--- src/hw/mfp_pkg.sv ---
/*
 * Constants and types for the multifunction pin output selector:
 * function codes, register map, timing counts and the carrier structs.
 * Assumes a single 50 MHz system clock shared with all status sources.
 */
package mfp_pkg;

   // clock and timing
   localparam int CLOCK_MHZ          = 50;
   localparam int WDOG_PULSE_NS      = 40;
   localparam int WDOG_PULSE_CYCLES  = ((WDOG_PULSE_NS * CLOCK_MHZ + 999) / 1000 < 1) ? 1
                                       : (WDOG_PULSE_NS * CLOCK_MHZ + 999) / 1000;
   localparam int WDOG_CNT_W         = $clog2(WDOG_PULSE_CYCLES + 1);
   localparam int CLK_DIV_FACTOR     = 32;
   localparam int CLK_DIV_HALF       = CLK_DIV_FACTOR / 2;
   localparam int DIV_CNT_W          = $clog2(CLK_DIV_HALF);

   // function byte layout
   localparam int DIRECTION_BIT      = 7;
   localparam logic [7:0] FUNC_RESET = 8'h80;

   // output function codes (direction bit set)
   localparam logic [7:0] CODE_LOW        = 8'h80;
   localparam logic [7:0] CODE_HIGH       = 8'h81;
   localparam logic [7:0] CODE_DIV_CLK    = 8'h82;
   localparam logic [7:0] CODE_WDOG       = 8'h83;
   localparam logic [7:0] CODE_NVM_WRITE  = 8'h84;
   localparam logic [7:0] CODE_NVM_READ   = 8'h85;
   localparam logic [7:0] CODE_NVM_FAULT  = 8'h86;
   localparam logic [7:0] CODE_MULT_LOCK  = 8'h88;
   localparam logic [7:0] CODE_MULT_STBL  = 8'h89;
   localparam logic [7:0] CODE_ALL_LOCK   = 8'h8A;
   localparam logic [7:0] CODE_ZERO_LOCK  = 8'h8B;
   localparam logic [7:0] CODE_ONE_LOCK   = 8'h8C;
   localparam logic [7:0] CODE_IRQ_ANY    = 8'h90;
   localparam logic [7:0] CODE_IRQ_SHARED = 8'h91;
   localparam logic [7:0] CODE_IRQ_ZERO   = 8'h92;
   localparam logic [7:0] CODE_IRQ_ONE    = 8'h93;
   localparam logic [4:0] GROUP_REF_FAULT = 5'h14;  // 0xA0..0xA3
   localparam logic [4:0] GROUP_REF_VALID = 5'h15;  // 0xA8..0xAB
   localparam logic [4:0] GROUP_REF_ACT   = 5'h16;  // 0xB0..0xB3
   localparam logic [3:0] GROUP_CHAN_ZERO = 4'hC;   // 0xC0..0xCC
   localparam logic [3:0] GROUP_CHAN_ONE  = 4'hD;   // 0xD0..0xD7
   localparam logic [3:0] CHAN_ZERO_LAST  = 4'hC;
   localparam logic [3:0] CHAN_ONE_LAST   = 4'h7;
   localparam logic [6:0] IN_RESERVED     = 7'h00;

   // register map
   localparam int REG_ADDR_W             = 4;
   localparam logic [3:0] REG_FUNC       = 4'h0;
   localparam logic [3:0] REG_PIN_STATE  = 4'h1;

   // per-channel loop flags
   typedef struct packed {
      logic phase_lock;
      logic freq_lock;
      logic analog_lock;
      logic analog_cal;
      logic active;
      logic free_run;
      logic holdover;
      logic switchover;
      logic history_avail;
      logic history_updated;
      logic clamp_active;
      logic slew_limited;
      logic sync_pulse;
   } chan_status_t;

   // device status feeding the selector
   typedef struct packed {
      logic         nvm_write_busy;
      logic         nvm_read_busy;
      logic         nvm_fault;
      logic         mult_lock;
      logic         mult_stable;
      logic         irq_shared;
      logic         irq_zero;
      logic         irq_one;
      logic [3:0]   ref_fault;
      logic [3:0]   ref_valid;
      logic [3:0]   ref_active_zero;
      logic [3:0]   ref_active_one;
      chan_status_t chan_zero;
      chan_status_t chan_one;
   } dev_status_t;

   // register port request
   typedef struct packed {
      logic [REG_ADDR_W-1:0] addr;
      logic [7:0]            wdata;
      logic                  write;
      logic                  read;
   } reg_req_t;

   // whole state of the selector
   typedef struct packed {
      logic [7:0]            func;
      logic [DIV_CNT_W-1:0]  div_cnt;
      logic                  div_clk;
      logic [WDOG_CNT_W-1:0] wd_cnt;
      logic                  pin;
      logic                  oe;
      logic                  sync_a;
      logic                  sync_b;
      logic                  sync_prev;
      logic                  action;
      logic [7:0]            rdata;
   } sel_state_t;

   localparam sel_state_t STATE_RESET = '{func: FUNC_RESET, default: '0};

endpackage

--- src/hw/mfp_output_select.sv ---
/*
 * Multifunction pin selector: a function byte picks one internal status
 * signal, a divided clock or a watchdog strobe to drive on the pin, or
 * turns the pin into an input that raises a control action.
 * Assumes all status inputs and the watchdog strobe come from logic on
 * clock_i; only the pin input is asynchronous.
 */
`timescale 1ns/1ns

module mfp_output_select
   import mfp_pkg::*;
#(
   parameter int ADDR_W = mfp_pkg::REG_ADDR_W
)(
   input  wire logic               clock_i,
   input  wire logic               reset_n_i,
   input  wire mfp_pkg::reg_req_t  reg_req_i,
   output logic [7:0]              reg_rdata_o,
   input  wire mfp_pkg::dev_status_t status_i,
   input  wire logic               wdog_expire_i,
   input  wire logic               pin_i,
   output logic                    pin_o,
   output logic                    pin_oe_o,
   output logic                    in_action_o,
   output logic [6:0]              in_function_o
);
   import mfp_pkg::*;

   ////////////////////////////////////////////////////////////////////////////
   // elaboration checks

   if (ADDR_W != REG_ADDR_W)
   begin : g_bad_addr
      $error("register address width must match the package map");
   end
   if (WDOG_PULSE_CYCLES >= (1 << WDOG_CNT_W))
   begin : g_bad_wdog
      $error("watchdog strobe counter too narrow");
   end

   ////////////////////////////////////////////////////////////////////////////
   // decode helpers

   // per-channel flag picked by the low nibble of a channel code
   function automatic logic chan_flag(input chan_status_t ch,
                                      input logic [3:0]   sel,
                                      input logic [3:0]   last);
      logic r;
      r = 1'b0;
      if (sel <= last)
      begin
         unique case (sel)
            4'h0:    r = ch.phase_lock;
            4'h1:    r = ch.freq_lock;
            4'h2:    r = ch.analog_lock;
            4'h3:    r = ch.analog_cal;
            4'h4:    r = ch.active;
            4'h5:    r = ch.free_run;
            4'h6:    r = ch.holdover;
            4'h7:    r = ch.switchover;
            4'h8:    r = ch.history_avail;
            4'h9:    r = ch.history_updated;
            4'hA:    r = ch.clamp_active;
            4'hB:    r = ch.slew_limited;
            4'hC:    r = ch.sync_pulse;
            default: r = 1'b0;
         endcase
      end
      return r;
   endfunction

   // full lock of one channel: digital phase, analog loop, multiplier
   function automatic logic chan_locked(input chan_status_t ch, input logic mult);
      return ch.phase_lock & ch.analog_lock & mult;
   endfunction

   ////////////////////////////////////////////////////////////////////////////
   // state

   sel_state_t state_q;
   sel_state_t state_d;
   logic       level;
   logic       zero_lock;
   logic       one_lock;
   logic [3:0] ref_pick;

   assign zero_lock = chan_locked(status_i.chan_zero, status_i.mult_lock);
   assign one_lock  = chan_locked(status_i.chan_one, status_i.mult_lock);
   assign ref_pick  = 4'h1 << state_q.func[1:0];

   // pin level for the current function byte
   always_comb
   begin
      level = 1'b0;  // reserved codes stay low
      unique case (state_q.func)
         CODE_LOW:        level = 1'b0;
         CODE_HIGH:       level = 1'b1;
         CODE_DIV_CLK:    level = state_q.div_clk;
         CODE_WDOG:       level = (state_q.wd_cnt != '0);
         CODE_NVM_WRITE:  level = status_i.nvm_write_busy;
         CODE_NVM_READ:   level = status_i.nvm_read_busy;
         CODE_NVM_FAULT:  level = status_i.nvm_fault;
         CODE_MULT_LOCK:  level = status_i.mult_lock;
         CODE_MULT_STBL:  level = status_i.mult_stable;
         CODE_ALL_LOCK:   level = zero_lock & one_lock;
         CODE_ZERO_LOCK:  level = zero_lock;
         CODE_ONE_LOCK:   level = one_lock;
         CODE_IRQ_ANY:    level = status_i.irq_shared | status_i.irq_zero
                                  | status_i.irq_one;
         CODE_IRQ_SHARED: level = status_i.irq_shared;
         CODE_IRQ_ZERO:   level = status_i.irq_zero;
         CODE_IRQ_ONE:    level = status_i.irq_one;
         default:
         begin
            // grouped codes: references in steps of eight, channels by nibble
            if (state_q.func[7:3] == GROUP_REF_FAULT && !state_q.func[2])
               level = |(status_i.ref_fault & ref_pick);
            else if (state_q.func[7:3] == GROUP_REF_VALID && !state_q.func[2])
               level = |(status_i.ref_valid & ref_pick);
            else if (state_q.func[7:3] == GROUP_REF_ACT && !state_q.func[2])
               level = |((status_i.ref_active_zero | status_i.ref_active_one)
                         & ref_pick);
            else if (state_q.func[7:4] == GROUP_CHAN_ZERO)
               level = chan_flag(status_i.chan_zero, state_q.func[3:0],
                                 CHAN_ZERO_LAST);
            else if (state_q.func[7:4] == GROUP_CHAN_ONE)
               level = chan_flag(status_i.chan_one, state_q.func[3:0],
                                 CHAN_ONE_LAST);
            else
               level = 1'b0;
         end
      endcase
   end

   // next state: registers, divider, strobe, pin and input action
   always_comb
   begin
      state_d = state_q;

      // function byte write; a read never waits
      if (reg_req_i.write && reg_req_i.addr == REG_FUNC)
         state_d.func = reg_req_i.wdata;
      state_d.rdata = 8'h00;
      if (reg_req_i.read)
      begin
         unique case (reg_req_i.addr)
            REG_FUNC:      state_d.rdata = state_q.func;
            REG_PIN_STATE: state_d.rdata = {3'b000, state_q.sync_b,
                                            (state_q.wd_cnt != '0),
                                            state_q.div_clk, state_q.oe,
                                            state_q.pin};
            default:       state_d.rdata = 8'h00;
         endcase
      end

      // free-running divide by 32: toggle every half period
      if (state_q.div_cnt == DIV_CNT_W'(CLK_DIV_HALF - 1))
      begin
         state_d.div_cnt = '0;
         state_d.div_clk = ~state_q.div_clk;
      end
      else
         state_d.div_cnt = state_q.div_cnt + 1'b1;

      // watchdog strobe length; a fresh expiry restarts it
      if (wdog_expire_i)
         state_d.wd_cnt = WDOG_CNT_W'(WDOG_PULSE_CYCLES);
      else if (state_q.wd_cnt != '0)
         state_d.wd_cnt = state_q.wd_cnt - 1'b1;

      // drive only with the direction bit set
      state_d.oe  = state_q.func[DIRECTION_BIT];
      state_d.pin = state_q.func[DIRECTION_BIT] & level;

      // input direction: rising pin edge raises the action
      state_d.sync_a    = pin_i;
      state_d.sync_b    = state_q.sync_a;
      state_d.sync_prev = state_q.sync_b;
      state_d.action    = !state_q.func[DIRECTION_BIT]
                          && state_q.func[6:0] != IN_RESERVED
                          && state_q.sync_b && !state_q.sync_prev;
   end

   // one register for the whole state; synchronous reset
   always_ff @(posedge clock_i)
   begin
      if (!reset_n_i)
         state_q <= STATE_RESET;
      else
         state_q <= state_d;
   end

   assign pin_o         = state_q.pin;
   assign pin_oe_o      = state_q.oe;
   assign reg_rdata_o   = state_q.rdata;
   assign in_action_o   = state_q.action;
   assign in_function_o = state_q.func[6:0];
endmodule // mfp_output_select

--- config.mk ---
export PLATFORM = sky130hd
export DESIGN_NAME = mfp_output_select
export DESIGN_NICKNAME = d
export VERILOG_FILES = /design/src/hw/mfp_pkg.sv /design/src/hw/mfp_output_select.sv
export SDC_FILE = /design/constraint.sdc
export NUM_CORES = 1
export LEC_CHECK = 0
export BUFFER_PORTS_ARGS = -buffer_cell sky130_fd_sc_hd__buf_2
export CAP_MARGIN = 10
export CORE_AREA = 2 2 77 57
export CTS_CLUSTER_SIZE = 25
export DETAILED_ROUTE_END_ITERATION = 10
export DIE_AREA = 0 0 79 59
export GPL_TIMING_DRIVEN = 0
export PLACE_DENSITY_LB_ADDON = 0.12
export SLEW_MARGIN = 10
export SYNTH_ARGS = -nofsm -noshare
export SYNTH_HDL_FRONTEND = slang
export SYNTH_SLANG_ARGS = --single-unit
export TNS_END_PERCENT = 10
--- constraint.sdc ---
create_clock -name clock_i -period 4.1 [get_ports clock_i]
set_input_delay 0.41 -clock clock_i [delete_from_list [all_inputs] [get_ports clock_i]]
set_output_delay 0.41 -clock clock_i [all_outputs]
set_load 0.05 [all_outputs]
### Word level (Yosys, flattened, before mapping)

Index checks and enable logic that the tools add are counted.

* register bits: 29
* input port bits: 68

* reductions and logical operators: 21
* shift operators: 1
* bitwise gates (word level): 14
* multiplexer cells: 13
* equality and inequality tests: 35
* magnitude comparators: 2
* add/sub/neg operators: 2

Operator list (number)
* equality test 8 bit (second input constant): 16
* equality test 4 bit (second input constant): 8
* case mux 1 bit (13 select lines): 2
* equality test 4 x 3 -> 1 bit (second input constant): 4
* case mux 1 bit (16 select lines): 1
* case mux 8 bit (2 select lines): 1
* equality test 5 bit (second input constant): 3
* AND 4 bit: 3
* OR reduction 4 bit: 3
* equality test 4 x 1 -> 1 bit (second input constant): 2
* equality test 4 x 2 -> 1 bit (second input constant): 2
* zero test 4 bit: 2
* logical AND 1 bit: 7
* two-way mux 1 bit: 7
* nonzero test 7 bit: 1
* AND 1 bit: 6
* adder 4 x 1 -> 4 bit (second input constant): 1
* <= comparator 4 x 3 -> 1 bit (second input constant): 1
* <= comparator 4 bit (second input constant): 1
* two-way mux 2 bit: 2
* bitwise OR 4 bit: 1
* nonzero test 2 bit: 2
* OR reduction 2 bit: 2
* left shift 1 x 2 -> 4 bit (first input constant): 1
* other kinds (5): 9

### Depth between registers and ports, before layout

* depth after elaboration: 10
* gate-level depth with buffers: 9
* depth with buffers taken out: 6

### Worst setup path before layout

No wires, ideal clock.

* path type: register -> register
* start point: register state_q, in the netlist in_function_o[0]
* end point: register state_q, in the netlist pin_o
* buffers on the path: 0
* stages on the path, launching flop included: 7
* data arrival time: 1.547 ns
* library setup time: 0.129 ns
* clock period less this slack: 1.676 ns
* path slack: 2.424 ns
* cell sequence: dfxtp_1 > mux4_2 > or3_1 > nand3_1 > nor2_1 > nand2_1 > nand3_2

* cells in the longest elaborated chain, start to end: 10

RTL lines
* start, declared: RTL line mfp_output_select.sv:80 `sel_state_t state_q;`
* start signal, assigned: RTL line mfp_output_select.sv:190 `state_q <= state_d;`
* equality test 4 bit (tied with other cells): RTL line mfp_output_select.sv:52 `unique case (sel)`
* case mux 1 bit (13 select lines): RTL line mfp_output_select.sv:52
* two-way mux 1 bit: RTL line mfp_output_select.sv:50 `if (sel <= last)`
* two-way mux 1 bit: RTL line mfp_output_select.sv:126 `else if (state_q.func[7:4] == GROUP_CHAN_ONE)`
* two-way mux 1 bit: RTL line mfp_output_select.sv:123 `else if (state_q.func[7:4] == GROUP_CHAN_ZERO)`
* two-way mux 1 bit: RTL line mfp_output_select.sv:120 `else if (state_q.func[7:3] == GROUP_REF_ACT && !state_q.func[2])`
* two-way mux 1 bit: RTL line mfp_output_select.sv:118 `else if (state_q.func[7:3] == GROUP_REF_VALID && !state_q.func[2])`
* two-way mux 1 bit: RTL line mfp_output_select.sv:116 `if (state_q.func[7:3] == GROUP_REF_FAULT && !state_q.func[2])`
* case mux 1 bit (16 select lines) (*): RTL line mfp_output_select.sv:95 `unique case (state_q.func)`
* AND 1 bit (*): RTL line mfp_output_select.sv:173 `state_d.pin = state_q.func[DIRECTION_BIT] & level;`

Mark *: on every way between the ends. The rest lies on a longest branch, timed or not.
A chain may end at the register's enable or synchronous reset.

### Worst setup path after layout

Same ends and word-level chain as after synthesis.

==> impl_metrics.yaml <==
floorplanning:
  core_area_sq_mm: 0.00385
  die_width_um: 79
  rows: 19
  ios: 86
  die-area_sq_mm: 0.00466
  initial_core_util_pct: 48.6
  die_h_um: 59
cts:
  cts_buffers: 5
  cts_buffer_depth: 2
  cts_tree: "built"
  cts.sinks: 29
  cts.reportedPaths.clkPinSlew_ps: 60
  cts_repair_resize_count: 0
  clk_latency_ps: 280
  cts_setup_buffers: 0
  cts_root_buffer: "clkbuf_8"
  htree_levels: 2
  ctsHoldBuffers: 0
drt:
  route.detailed.wl_per_inst_um: 13.7
  routed_via_density: 5.37
  drt_wl_total_um: 5050
  drtPass1Iterations: 4
  num_vias: 1975
  drt_iter0_markers: 146
  ant_nets: 0
  route.detailed.drc: 0
logic_synthesis:
  yosysMostFrequentCell: "dfxtp_1"
  synth_cell_type_count: 51
  ys.flop_type: "dfxtp_1"
  synth_fp_nets: 293
  yosysSeqAreaShare_pct: 31.0
  synth.cell_area_sq_mm: 0.00187
  synth.avg_cell_area_sq_um: 8.35
  yosys-top-cells-count: "dfxtp_1 (29), nand2_1 (19), buf_4 (17)"
  yosysWarnings: 0
  synth_top_area_share_pct: 31.0
  async_flop_share_pct: 0
  synth_top_cell_by_area: "dfxtp_1"
  synth_edf_count: 0
  synthCells: 224
  synth_area_leaders: "dfxtp_1 (31%), buf_4 (6.8%), nand3_1 (4.3%)"
  ys_ff_latch: 29
critical_path:
  r2r-start: "in_function_o[0]"
  end_kind: "register"
  critPathRequiredTime_ps: 4260
  path_class: "reg2reg"
  r2r_slack_ps: 2090
  crit_fanout: 10
  rr_worst_depth: 7
  reg2reg_to: "pin_o"
  worst_ep_arrival_time_ps: 2170
  crit_path_start_kind: "register"
global_route:
  antenna_found_initial: 0
  grt_max_degree: 11
  grt_pass1_vias: 1779
  grt_pass1_wl_um: 8160
  grt_overflow: 0
  grt.total_usage_pct: 22.9
power_and_ir_drop:
  p_int_uw: 451
  pwr-share-seq_pct: 49.5
  p_sw_share_pct: 24.1
  powerDensity_mw_per_mm2: 244
  p_sw_uw: 143
  clkPwrFrac_pct: 36.7
  power_leakage_uw: 0.00111
  pwr-share-comb_pct: 13.8
  power_uw: 594
  peakVddDrop_v: 0.000174
timing:
  fin_hold_ws_ps: 330
  rsz0062_at_grt: "false"
  tns_ps: 0
  post-route-min-period_ps: 2010
  period_share_pct: 49.0
  max_slew_margin_pct: 37.1
  worst_pin_slew_ps: 934
  setup-violations-final: 0
  hold_viol: 0
  fmaxAchievable_mhz: 497
  fin_skew_ps: 6.39
  finalMaxSlewViolations: 0
finish:
  fin_nets: 384
  drive_above_1_share_pct: 38.6
  antennaDiodeCount: 0
  final_cell_area_sq_mm: 0.00244
  syn_to_final_growth_pct: 30.2
min_path:
  whs_path_depth: 2
  min_to: "state_q[14]"
  hold_class: "in2reg"
  hp-start: "wdog_expire_i"
placed_design:
  dp_hpwl_um: 3900
  place_congestion: 0.877
  placed_cell_area_sq_mm: 0.00236
  portBuffers: 84
run_status:
  status: "finished, final reports clean"
job:
  drv_cap: 0
cell type report:
cell class | instances | area, sq um
Multi-Input combinational cell | 160 | 1060
Sequential cell | 29 | 581
Timing Repair Buffer | 84 | 420
Fill cell | 371 | 1420
Tap cell | 52 | 65.1
Buffer | 30 | 211
Inverter | 5 | 18.8
Clock buffer | 8 | 80.1
layer usage:
| metal | part of all wire (%) | vias to the layer above | global-route usage, % |
|---|---|---|---|
| met5 | 0 | - | 0 |
| met4 | 0.91 | 0 | 6.16 |
| met3 | 9.6 | 6 | 7.62 |
| met2 | 41 | 86 | 33.2 |
| met1 | 48 | 892 | 32.8 |
| li1 | - | 991 | - |
cell usage in the layout (no fill, tap or decap), types with 3 or more instances in the layout:
master / n
clkbuf_8: 7
a32oi_1: 4
and3_1: 6
nor4b_1: 5
clkbuf_1: 7
inv_1: 5
dfxtp_1: 29
or3_1: 3
and2_1: 9
o21ai_0: 12
nand2_1: 19
nand3_1: 16
a21boi_0: 8
a31oi_1: 3
nor4bb_1: 3
a22oi_1: 5
nand3b_1: 4
nor4_1: 3
mux4_2: 3
a21oi_1: 10
buf_2: 90
nor2_1: 12
buf_4: 17
worst max-delay path, stage by stage (launching register included):
cell and delay (ps):
dfxtp_1 460, buf_6 190, nor4b_1 240, nor4_1 120
o41ai_1 480, a41o_2 180, a31o_1 160, nand3_2 70
sequential cells by signal, indices dropped and copies added, names as in the netlist:
signal,count
pin_oe_o,1
reg_rdata_o,8
pin_o,1
in_function_o,7
in_action_o,1
state_d,3
state_q,8
how the worst max path moves through the flow:
stage,startpoint,end,cells after the start
after CTS,in_function_o[0],pin_o,7
after global placement,reg_req_i[11],in_function_o[6],5
after detailed placement,reg_req_i[11],in_function_o[6],5
after global routing,in_function_o[0],pin_o,7
final,in_function_o[0],pin_o,7
after floorplan,in_function_o[0],pin_o,6
power groups by stage:
stage          combinational, uW  sequential, uW  clock [uW]
2_1_floorplan               37.7             302           0
3_3_place_gp                80.0             300           0
3_5_place_dp                81.4             300           0
4_1_cts                     81.8             294         224
5_1_grt                     90.7             295         239
6_report                    82.0             294         218
stage by stage:
| stage | instances | setup WS, ps | util, % |
|---|---|---|---|
| finish | 368 | 2090 | 63.3 |
| global route | 368 | 1900 | 63.3 |
| CTS | 368 | 2120 | 63.3 |
| detailed placement | 360 | 1930 | 61.2 |
| global placement | 360 | 1910 | 61.2 |
| floorplan | 224 | 2420 | - |
kinds of logic after synthesis:
| kind of cell | Yosys count | share of synthesized area [%] |
|---|---|---|
| buffers and inverters | 35 | 12.3 |
| flip-flops | 29 | 31.0 |
| XOR/XNOR | 2 | 0.937 |
| AO/OA/AOI/OAI | 55 | 20.1 |
| adder cells (fa/ha/maj) | 1 | 0.669 |
| AND/OR/NAND/NOR | 97 | 30.3 |
| multiplexers | 5 | 4.68 |
No activity file was read; power rests on OpenSTA's default activity.
